**src/design/epc_pkg.sv**
```systemverilog
package epc_pkg;
  localparam int NUM_PERIPH    = 32;
  localparam int NUM_GP        = 9;
  localparam int NUM_LEVELS    = 16;
  localparam int LVL_W         = 4;
  localparam int MAP_W         = 4;
  localparam int ADDR_W        = 32;
  localparam int STATE_W       = 32;
  localparam int GP_BASE       = 7;
  localparam int SW_LVL_LO     = 14;
  localparam logic [3:0] LVL_EMU = 4'h0;
  localparam logic [3:0] LVL_RST = 4'h1;
  localparam logic [3:0] LVL_NMI = 4'h2;
  localparam logic [3:0] LVL_EXC = 4'h3;
  localparam logic [3:0] LVL_HWE = 4'h5;
  localparam logic [3:0] LVL_TMR = 4'h6;
  localparam logic [1:0] SAVE_CYCLES = 2'h2;
  localparam logic [15:0] ACTIVE_RST = 16'h0000;
  localparam logic [3:0] MAP_RST = 4'h0;

  typedef enum logic [2:0] {
    EPC_IDLE,
    EPC_SAVE,
    EPC_ENTER,
    EPC_RESET
  } epc_fsm_t;

  function automatic logic [MAP_W-1:0] epc_default_map(input int src);
    if (src < 14) return 4'h0;
    else if (src < 16) return 4'h1;
    else if (src < 20) return 4'h2;
    else if (src < 26) return 4'h3;
    else if (src < 32) return 4'h4;
    else return 4'h5;
  endfunction
endpackage

```
**src/design/epc_route_if.sv**
```systemverilog
`timescale 1ns/100ps
interface epc_route_if;
  import epc_pkg::*;
  logic [NUM_GP-1:0] gpReq;
  modport stage (output gpReq);
  modport core  (input gpReq);
endinterface

```
**src/design/epc_sys_stage.sv**
```systemverilog
`timescale 1ns/100ps
module epc_sys_stage (
  input  wire logic                       sys_clk,
  input  wire logic                       srst,
  input  wire logic                       clkEn,
  input  wire logic [epc_pkg::NUM_PERIPH-1:0] periphIrq,
  input  wire logic                       mapWrEn,
  input  wire logic [4:0]                 mapWrIdx,
  input  wire logic [epc_pkg::MAP_W-1:0]  mapWrVal,
  epc_route_if.stage                      route
);
  import epc_pkg::*;

  typedef struct packed {
    logic [NUM_PERIPH-1:0][MAP_W-1:0] assign_;
    logic [NUM_GP-1:0]                gp;
  } epc_sys_st_t;

  epc_sys_st_t st_r;
  epc_sys_st_t st_nxt;

  // interrupt_assignment_regs steer each source to a level, or to none for a value of 9 or more; default map at reset
  always_comb begin
    st_nxt = st_r;
    st_nxt.gp = '0;
    for (int s = 0; s < NUM_PERIPH; s++) begin
      if (periphIrq[s] && st_r.assign_[s] < MAP_W'(NUM_GP))
        st_nxt.gp[st_r.assign_[s]] = 1'b1;
    end
    if (mapWrEn)
      st_nxt.assign_[mapWrIdx] = mapWrVal;
    if (srst) begin
      for (int s = 0; s < NUM_PERIPH; s++)
        st_nxt.assign_[s] = epc_default_map(s);
      st_nxt.gp = '0;
    end
  end

  always_ff @(posedge sys_clk) begin
    if (clkEn || srst)
      st_r <= st_nxt;
  end

  assign route.gpReq = st_r.gp;
endmodule

```
**src/design/epc_core_stage.sv**
```systemverilog
`timescale 1ns/100ps
module epc_core_stage (
  input  wire logic                      sys_clk,
  input  wire logic                      srst,
  input  wire logic                      clkEn,
  input  wire logic [epc_pkg::NUM_LEVELS-1:0] levelReq,
  input  wire logic                      retValid,
  input  wire logic [epc_pkg::LVL_W-1:0] retLevel,
  output logic      [epc_pkg::NUM_LEVELS-1:0] pend,
  output logic      [epc_pkg::NUM_LEVELS-1:0] active,
  output logic                           take,
  output logic      [epc_pkg::LVL_W-1:0] takeLevel
);
  import epc_pkg::*;

  logic [NUM_LEVELS-1:0] pend_r;
  logic [NUM_LEVELS-1:0] pend_nxt;
  logic [NUM_LEVELS-1:0] active_r;
  logic [NUM_LEVELS-1:0] active_nxt;
  logic                  win;
  logic [LVL_W-1:0]      winLvl;
  logic                  blocked;

  // highest urgency pending level; lower number wins
  always_comb begin
    win = 1'b0;
    winLvl = '0;
    for (int i = NUM_LEVELS-1; i >= 0; i--) begin
      if (pend_r[i]) begin
        win = 1'b1;
        winLvl = LVL_W'(i);
      end
    end
    blocked = 1'b0;
    for (int i = 0; i < NUM_LEVELS; i++) begin
      if (active_r[i] && LVL_W'(i) <= winLvl)
        blocked = 1'b1;
    end
  end

  always_comb begin
    pend_nxt = pend_r | levelReq;
    active_nxt = active_r;
    if (retValid)
      active_nxt[retLevel] = 1'b0;
    // a return and a take never share an edge, so the top sees every take it starts
    if (win && !blocked && !retValid) begin
      active_nxt[winLvl] = 1'b1;
      pend_nxt[winLvl] = levelReq[winLvl];
    end
    if (srst) begin
      pend_nxt = '0;
      active_nxt = ACTIVE_RST;
    end
  end

  always_ff @(posedge sys_clk) begin
    if (clkEn || srst) begin
      pend_r <= pend_nxt;
      active_r <= active_nxt;
    end
  end

  assign pend = pend_r;
  assign active = active_r;
  assign take = win && !blocked && !retValid && !srst;
  assign takeLevel = winLvl;
endmodule

```
**src/design/epc_event_priority_controller.sv**
```systemverilog
`timescale 1ns/100ps
module epc_event_priority_controller (
  input  wire logic                          sys_clk,
  input  wire logic                          srst,
  input  wire logic                          clkEn,
  input  wire logic                          emuReq,
  input  wire logic                          resetReq,
  input  wire logic                          watchdogNmi,
  input  wire logic                          nmiPin_n,
  input  wire logic                          excReq,
  input  wire logic                          hwErrReq,
  input  wire logic                          coreTmrReq,
  input  wire logic [epc_pkg::NUM_PERIPH-1:0] periphIrq,
  input  wire logic [1:0]                    swRaise,
  input  wire logic                          mapWrEn,
  input  wire logic [4:0]                    mapWrIdx,
  input  wire logic [epc_pkg::MAP_W-1:0]     mapWrVal,
  input  wire logic [epc_pkg::ADDR_W-1:0]    curPc,
  input  wire logic [epc_pkg::STATE_W-1:0]   curState,
  input  wire logic                          retValid,
  input  wire logic [epc_pkg::LVL_W-1:0]     retLevel,
  output logic                               emuMode,
  output logic                               procReset,
  output logic                               instrKill,
  output logic                               pushValid,
  output logic      [epc_pkg::STATE_W-1:0]   pushData,
  output logic                               vecValid,
  output logic      [epc_pkg::LVL_W-1:0]     vecLevel,
  output logic                               resumeValid,
  output logic      [epc_pkg::ADDR_W-1:0]    resumeAddr,
  output logic      [epc_pkg::NUM_LEVELS-1:0] activeLevels
);
  import epc_pkg::*;

  typedef struct packed {
    logic [2:0]                        nmiSync;
    logic                              nmiPrev;
    epc_fsm_t                          fsm;
    logic [1:0]                        cnt;
    logic [LVL_W-1:0]                  lvl;
    logic [ADDR_W-1:0]                 pcHold;
    logic [STATE_W-1:0]                stateHold;
    logic [NUM_LEVELS-1:0]             held;
    logic [NUM_LEVELS-1:0][ADDR_W-1:0] retAddr;
    logic                              emu;
    logic                              rstOut;
    logic                              kill;
    logic                              push;
    logic [STATE_W-1:0]                pushD;
    logic                              vec;
    logic [LVL_W-1:0]                  vecL;
    logic                              resume;
    logic [ADDR_W-1:0]                 resumeA;
    logic [NUM_LEVELS-1:0]             act;
  } epc_top_st_t;

  epc_top_st_t st_r;
  epc_top_st_t st_nxt;

  epc_route_if route ();

  logic [NUM_LEVELS-1:0] levelReq;
  logic [NUM_LEVELS-1:0] corePend;
  logic [NUM_LEVELS-1:0] coreActive;
  logic                  coreTake;
  logic [LVL_W-1:0]      coreLevel;
  logic                  nmiEdge;
  logic                  coreRet;
  logic [NUM_LEVELS-1:0] coreReq;

  epc_sys_stage u_sys (
    .sys_clk   (sys_clk),
    .srst      (srst),
    .clkEn     (clkEn),
    .periphIrq (periphIrq),
    .mapWrEn   (mapWrEn),
    .mapWrIdx  (mapWrIdx),
    .mapWrVal  (mapWrVal),
    .route     (route.stage)
  );

  // nmi pin is asynchronous: count once stages two and three agree on low
  assign nmiEdge = (!st_r.nmiSync[1] && !st_r.nmiSync[2] && st_r.nmiPrev) || watchdogNmi;

  always_comb begin
    levelReq = '0;
    levelReq[LVL_EMU] = emuReq;
    levelReq[LVL_RST] = resetReq;
    levelReq[LVL_NMI] = nmiEdge;
    levelReq[LVL_EXC] = excReq;
    levelReq[LVL_HWE] = hwErrReq;
    levelReq[LVL_TMR] = coreTmrReq;
    for (int g = 0; g < NUM_GP; g++)
      levelReq[GP_BASE+g] = route.core.gpReq[g];
    levelReq[SW_LVL_LO]   = levelReq[SW_LVL_LO] | swRaise[0];
    levelReq[SW_LVL_LO+1] = levelReq[SW_LVL_LO+1] | swRaise[1];
  end

  assign coreRet = retValid && st_r.fsm == EPC_IDLE;

  epc_core_stage u_core (
    .sys_clk   (sys_clk),
    .srst      (srst),
    .clkEn     (clkEn && (st_r.fsm == EPC_IDLE)),
    .levelReq  (coreReq),
    .retValid  (coreRet),
    .retLevel  (retLevel),
    .pend      (corePend),
    .active    (coreActive),
    .take      (coreTake),
    .takeLevel (coreLevel)
  );

  // the core stage is frozen during an entry; requests seen meanwhile wait here until idle
  assign coreReq = levelReq | st_r.held;

  always_comb begin
    st_nxt = st_r;
    st_nxt.nmiSync = {st_r.nmiSync[1:0], nmiPin_n};
    // filtered pin level follows only when stages two and three agree
    st_nxt.nmiPrev = (st_r.nmiSync[1] == st_r.nmiSync[2]) ? st_r.nmiSync[2] : st_r.nmiPrev;
    st_nxt.held = (st_r.fsm == EPC_IDLE) ? '0 : (st_r.held | levelReq);
    st_nxt.kill = 1'b0;
    st_nxt.push = 1'b0;
    st_nxt.vec = 1'b0;
    st_nxt.resume = 1'b0;
    st_nxt.rstOut = 1'b0;
    st_nxt.act = coreActive;
    unique case (st_r.fsm)
      EPC_IDLE: begin
        if (coreRet) begin
          st_nxt.resume = 1'b1;
          st_nxt.resumeA = st_r.retAddr[retLevel];
          if (retLevel == LVL_EMU)
            st_nxt.emu = 1'b0;
        end else if (coreTake) begin
          st_nxt.lvl = coreLevel;
          st_nxt.pcHold = curPc;
          st_nxt.stateHold = curState;
          st_nxt.kill = (coreLevel == LVL_EXC);
          st_nxt.cnt = '0;
          st_nxt.fsm = (coreLevel == LVL_RST) ? EPC_RESET : EPC_SAVE;
        end
      end
      EPC_SAVE: begin
        st_nxt.push = 1'b1;
        st_nxt.pushD = (st_r.cnt == 2'h0) ? st_r.stateHold : st_r.pcHold;
        st_nxt.cnt = st_r.cnt + 2'h1;
        if (st_r.cnt + 2'h1 == SAVE_CYCLES)
          st_nxt.fsm = EPC_ENTER;
      end
      EPC_ENTER: begin
        st_nxt.retAddr[st_r.lvl] = st_r.pcHold;
        st_nxt.vec = 1'b1;
        st_nxt.vecL = st_r.lvl;
        if (st_r.lvl == LVL_EMU)
          st_nxt.emu = 1'b1;
        st_nxt.fsm = EPC_IDLE;
      end
      EPC_RESET: begin
        st_nxt.rstOut = 1'b1;
        st_nxt.emu = 1'b0;
        st_nxt.fsm = EPC_ENTER;
      end
    endcase
    if (srst) begin
      st_nxt = '0;
      st_nxt.nmiSync = 3'h7;
      st_nxt.nmiPrev = 1'b1;
      st_nxt.fsm = EPC_IDLE;
      st_nxt.act = ACTIVE_RST;
    end
  end

  always_ff @(posedge sys_clk) begin
    if (clkEn || srst)
      st_r <= st_nxt;
  end

  assign emuMode = st_r.emu;
  assign procReset = st_r.rstOut;
  assign instrKill = st_r.kill;
  assign pushValid = st_r.push;
  assign pushData = st_r.pushD;
  assign vecValid = st_r.vec;
  assign vecLevel = st_r.vecL;
  assign resumeValid = st_r.resume;
  assign resumeAddr = st_r.resumeA;
  assign activeLevels = st_r.act;
endmodule

```
**config.mk**
```make
export PLATFORM = sky130hd
export DESIGN_NAME = epc_event_priority_controller
export DESIGN_NICKNAME = d
export VERILOG_FILES = /design/src/design/epc_pkg.sv /design/src/design/epc_route_if.sv /design/src/design/epc_sys_stage.sv /design/src/design/epc_core_stage.sv /design/src/design/epc_event_priority_controller.sv
export SDC_FILE = /design/constraint.sdc
export NUM_CORES = 2
export LEC_CHECK = 0
export BUFFER_PORTS_ARGS = -buffer_cell sky130_fd_sc_hd__buf_2
export CAP_MARGIN = 5
export CELL_PAD_IN_SITES_DETAIL_PLACEMENT = 0
export CELL_PAD_IN_SITES_GLOBAL_PLACEMENT = 1
export CORE_MARGIN = 2
export CORE_UTILIZATION = 47
export CTS_CLUSTER_DIAMETER = 200
export CTS_CLUSTER_SIZE = 40
export DETAILED_ROUTE_END_ITERATION = 16
export HOLD_SLACK_MARGIN = 0.06
export MAX_ROUTING_LAYER = met4
export PLACE_DENSITY = 0.85
export SLEW_MARGIN = 20
export SYNTH_ARGS = -nofsm -noshare
export SYNTH_HDL_FRONTEND = slang
export SYNTH_SLANG_ARGS = --single-unit
```
**constraint.sdc**
```tcl
create_clock -name sys_clk -period 12.7 [get_ports sys_clk]
set_input_delay 1.27 -clock sys_clk [delete_from_list [all_inputs] [get_ports sys_clk]]
set_output_delay 1.27 -clock sys_clk [all_outputs]
set_load 0.1 [all_outputs]
```
# Word-level counts from Yosys, hierarchy flattened
# Index checks and enable logic that the tools add are counted.
[totals]
reg_bits = 864
inputBits = 123
out_inout_bits = 90
elab_cells = 550
[classes]
add_sub_neg = 1
order_cmp = 120
eq_ne = 14
n_mux = 182
bitwise = 40
reduce_logical = 124
[op_table]
columns = ["operator", "n"]
rows = [
  ["$bwmux 512", 1],
  ["$mux 512", 1],
  ["$mux 9", 32],
  ["$or 9x9->9", 31],
  ["$lt 4x5->1 const B", 35],
  ["$mux 73", 2],
  ["$ge 4x1->1 const B", 35],
  ["$demux 1 s4", 34],
  ["$bmux 32 s4", 1],
  ["$bwmux 128", 1],
  ["$demux 32 s4", 1],
  ["$lt 4x4->1 const B", 32],
  ["$mux 128", 1],
  ["$mux 32", 4],
  ["$logic_and 1x1->1", 91],
  ["$mux 1", 72],
  ["$mux 4", 17],
  ["$mux 68", 1],
  ["$mux 33", 2],
  ["$mux 16", 3],
  ["$or 16x16->16", 3],
  ["$le 4x4->1 const A", 8],
  ["$demux 4 s5", 1],
  ["$and 16x16->16", 1],
  ["other kinds (40)", 71],
]

# Depth between registers and ports, before layout
[logic_depth]
ltp_word = 67
mapped_depth = 12
ltp_nobuf = 9

# By module
# Synthesis repeated with hierarchy kept, for this count alone.
[unflattened]
hier_cells = 4455
area_unflattened_um2 = 47086.4
[modules_own_cells]
columns = ["mod", "instances", "cells_per_inst", "area_per_inst_um2", "seq_area_each_um2"]
rows = [
  ["epc_event_priority_controller", 1, 3154, 35143.7, 20810.0],
  ["epc_sys_stage", 1, 1059, 9596.7, 4113.9],
  ["epc_core_stage", 1, 242, 2346.0, 960.9],
]

# Worst setup path before layout
# OpenSTA, ideal clock, no wires.
[synth_path]
path_type = "input to register"
start = "input srst"
end = "register st_r[100] (netlist name), enable pin"
setup_time_ns = 0.701
arrival_time_ns = 8.691
required_time_ns = 11.999
slack_ns = 3.308
stages = 4
path_buffers = 3
cell_sequence = "clkbuf_1 clkbuf_1 clkbuf_1 a31o_2"
[synth_between]
elab_chain_cells = 2
elab_cells_between_ends = 3
classes_between = "3 x reduce/logical"
[synth_lines]
columns = ["item", "line_no", "source"]
rows = [
  ["start, declared", "epc_event_priority_controller.sv:4", "input wire logic srst,"],
  ["$reduce_bool 2->1 (no line) / $logic_or 1x1->1 (equally long branches)", "-", ""],
  ["$reduce_and 2->1 (no line) (*)", "-", ""],
  ["end signal, assigned", "epc_event_priority_controller.sv:177", "st_r <= st_nxt;"],
  ["end, declared", "epc_event_priority_controller.sv:57", "epc_top_st_t st_r;"],
]
# Every way passes the cells marked *; elsewhere a longest branch is shown, timed or not.
# A chain may end at the register's enable or synchronous reset.

# Worst setup path in the final report
[layout_path]
start = "register u_core.pend_r[5] (netlist: u_core.pend[5])"
end = "register st_r[670] (netlist name), enable pin"
[layout_between]
elab_chain_cells = 30
elab_cells_between_ends = 66
classes_between = "16 x order compare; 28 x mux; 22 x reduce/logical"
[layout_lines]
columns = ["item", "line_no", "source"]
rows = [
  ["start, declared", "epc_core_stage.sv:16", "logic [NUM_LEVELS-1:0] pend_r;"],
  ["start signal, assigned", "epc_core_stage.sv:59", "pend_r <= pend_nxt;"],
  ["$mux 4 (6 in a row)", "epc_core_stage.sv:29", "if (pend_r[i]) begin"],
  ["$le 1x4->1", "epc_core_stage.sv:36", "if (active_r[i] && LVL_W'(i) <= winLvl)"],
  ["$logic_and 1x1->1", "epc_core_stage.sv:36", ""],
  ["$mux 1 (16 in a row)", "epc_core_stage.sv:36", ""],
  ["$logic_not 1->1", "epc_core_stage.sv:66", "assign take = win && !blocked && !retValid && !srst;"],
  ["$logic_and 1x1->1 (*) (3 in a row)", "epc_core_stage.sv:66", ""],
  ["$reduce_bool 2->1 (no line) (*)", "-", ""],
  ["$reduce_and 4->1 (no line) (*)", "-", ""],
]
# Marks and branches as above.

==> reports/metrics.yaml <==
status: "completed"
maxCapViolations: 0
via_per_inst: 6.388
powerDensity_nw_per_um2: 141.6
swShare: 0.3428
r2r_end: "st_r[670]"
cts.sinks: 862
synthToLayoutAreaGrowth_pct: 4.731
hold_end: "st_r[693]"
p_leak_nw: 16.57
hpwl_um: 97750
worstPathCellList: "or4_1 > nor4_4 > nor2_1 > a221oi_2 > nand4b_2 > nor3_4 > o211a_4 > buf_4"
hold_viol: 0
vias: 35320
firstDrtPassIters: 7
layoutNonFillerInstCount: 5529
ant_nets: 0
clockBufferDepth: 3
hold_buffers: 0
postCtsSetupBuffers: 0
grt_overflow_total: 0
gp_congestion: 1.026
max_slew_margin: 0.1922
die-area_sq_um: 100300
p_int_w: 0.004480
grt_util_all_layers: 0.3133
required_ps: 12990
finalSetupViolCount: 0
cts_tree: "done"
clk_latency_ps: 680
yosysWarnings: 0
mappedNetlistArea_sq_um: 45960
placementRows: 114
reg2reg_depth: 8
placed_cells: 5500
whs_ps: 540.3
synth_cells: 4368
numPortBuffers: 212
drc: 0
synthFlopType: "edfxtp_1"
tns_ps: 0
ys_ff_latch: 862
syn-num-nets: 4494
period_minus_slack_ps: 4356
start_kind: "flop"
ys_top_cells_by_count: "nand2_1, edfxtp_1, a21oi_1"
die_w_um: 316.7
rsz0062_at_grt: "no"
syn_area_per_cell_sq_um: 10.52
period_share: 0.3430
rr_startpoint: "u_core.pend[5]"
antenna_found_initial: 3
yosysTopAreaCell: "edfxtp_1"
coreArea_sq_um: 96850
criticalPathCategory: "reg2reg"
wl_per_cell_um: 28.01
synth_edf_count: 862
clock_skew_ps: 47.02
max_freq_mhz: 229.6
ff2ff_setup_slack_ps: 8340
ys_async_sr_fraction: 0
worst_pin_slew_ps: 1207
seq_power_share: 0.587
clk_pin_slew_ps: 150
cts_root_buf: "clkbuf_16"
crit_arrival_ps: 4650
cts_inserted_buffers: 25
start_util: 0.4746
drt_iter0_drc: 5392
finalMaxSlewViolations: 0
ys_top_cells_by_area: "edfxtp_1, nand2_1, mux4_2"
comb_power_share: 0.234
ctsResizeCount: 0
endpoint_kind: "flop"
peakVddDrop_mv: 0.1211
clkPwrFrac: 0.179
p_sw_w: 0.002337
cts_max_level: 1
grt_pass1_wl_um: 226000
drive_gt1_frac: 0.1284
slowest_delay_ps: 720
synth_top_area_frac: 0.5632
postRouteWirelength_um: 154900
synth.distinct_cells: 71
yosysMostFrequentCell: "nand2_1"
cp_max_fo: 63
hp-start: "st_r[692]"
grt_pass1_vias: 32936
ios: 213
grt_max_degree: 186
die_height_um: 316.7
synth_seq_area_share: 0.5632
min_path_cells: 1
hold_class: "reg2reg"
crit_slowest_cell: "or4_1"
fin_nets: 4377
cell type report:
cell class | instances | area, sq um
fill | 8715 | 48710
clock inverter | 2 | 28.78
clock buffer | 25 | 625.6
timing repair buffer | 289 | 1680
multi-input combinational | 3042 | 18200
inverter | 31 | 116.4
sequential | 862 | 25880
tap | 1276 | 1597
antenna | 2 | 5.005
through the flow:
step                  util  setup WS, ps  area, sq um  total power [W]
detailed placement  0.4902          7439        47470         0.005624
global placement    0.4902          7563        47470         0.005594
global route        0.4970          8061        48140         0.007044
finish              0.4970          8344        48140         0.006818
CTS                 0.4969          8138        48130         0.006795
floorplan                -          3308        45960         0.005119
power groups by stage:
stage	clock [W]	sequential (W)	combinational, W
final	0.00122	0.00400	0.00160
after global routing	0.00130	0.00405	0.00169
after global placement	0	0.00404	0.00155
after CTS	0.00123	0.00399	0.00158
after floorplan	0	0.00389	0.00123
after detailed placement	0	0.00405	0.00157
metal layers:
| layer | share of wire | vias up | GRT usage |
|---|---|---|---|
| li1 | - | 15390 | - |
| met1 | 0.40 | 17544 | 0.4479 |
| met2 | 0.46 | 2106 | 0.4699 |
| met3 | 0.10 | 280 | 0.04102 |
| met4 | 0.034 | 0 | 0.09327 |
| met5 | 0 | - | - |
cell families (layout without fill, tap and decap cells):
group	Yosys count	in the layout	synth area share
AND/OR/NAND/NOR	1984	1984	0.1952
AO/OA/AOI/OAI	801	801	0.09666
multiplexers	254	254	0.09889
buffers and inverters	464	347	0.04530
adder cells (fa/ha/maj)	3	3	0.0008167
flip-flops	862	862	0.5632
other	0	2	0
sequential cells by signal (all words and copies together), names as in the netlist:
register           cells
activeLevels          16
emuMode                1
instrKill              1
procReset              1
pushData              32
pushValid              1
resumeAddr            32
resumeValid            1
st_r                 603
u_core.active         16
u_core.pend           16
u_sys.route.gpReq      9
u_sys.st_r           128
vecLevel               4
vecValid               1
how the worst max path moves through the flow:
| stage | startpoint | endpoint | slack, ps | cells past startpoint |
|---|---|---|---|---|
| final | u_core.pend[5] | st_r[670] | 8340 | 8 |
| after floorplan | srst | st_r[100] | 3310 | 4 |
| after CTS | srst | st_r[670] | 8140 | 7 |
| after global placement | srst | st_r[635] | 7560 | 7 |
| after detailed placement | srst | st_r[638] | 7440 | 7 |
| after global routing | u_core.pend[3] | st_r[670] | 8060 | 9 |
cell usage in the layout (no fill, tap or decap), types with 30 or more instances in the layout:
master and count:
nor2_1 191, nor4_1 37, nand2_1 1194, buf_4 77
nand3_1 102, nor3_1 65, mux2i_1 93, a21oi_1 596
o21ai_0 52, edfxtp_1 862, nand3b_1 45, mux4_2 160
nand2b_1 32, nor2b_1 141, nor3b_1 42, inv_1 30
buf_2 208
worst max-delay path, delay by kind of cell, from the launching register on:
| kind | cells | cell delay, ps |
|---|---|---|
| buffers and inverters | 1 | 650 |
| DFF | 1 | 550 |
| and+or+nand+nor | 5 | 2070 |
| AOI/OAI and AO/OA | 2 | 570 |
(Power assumes the default switching activity.)
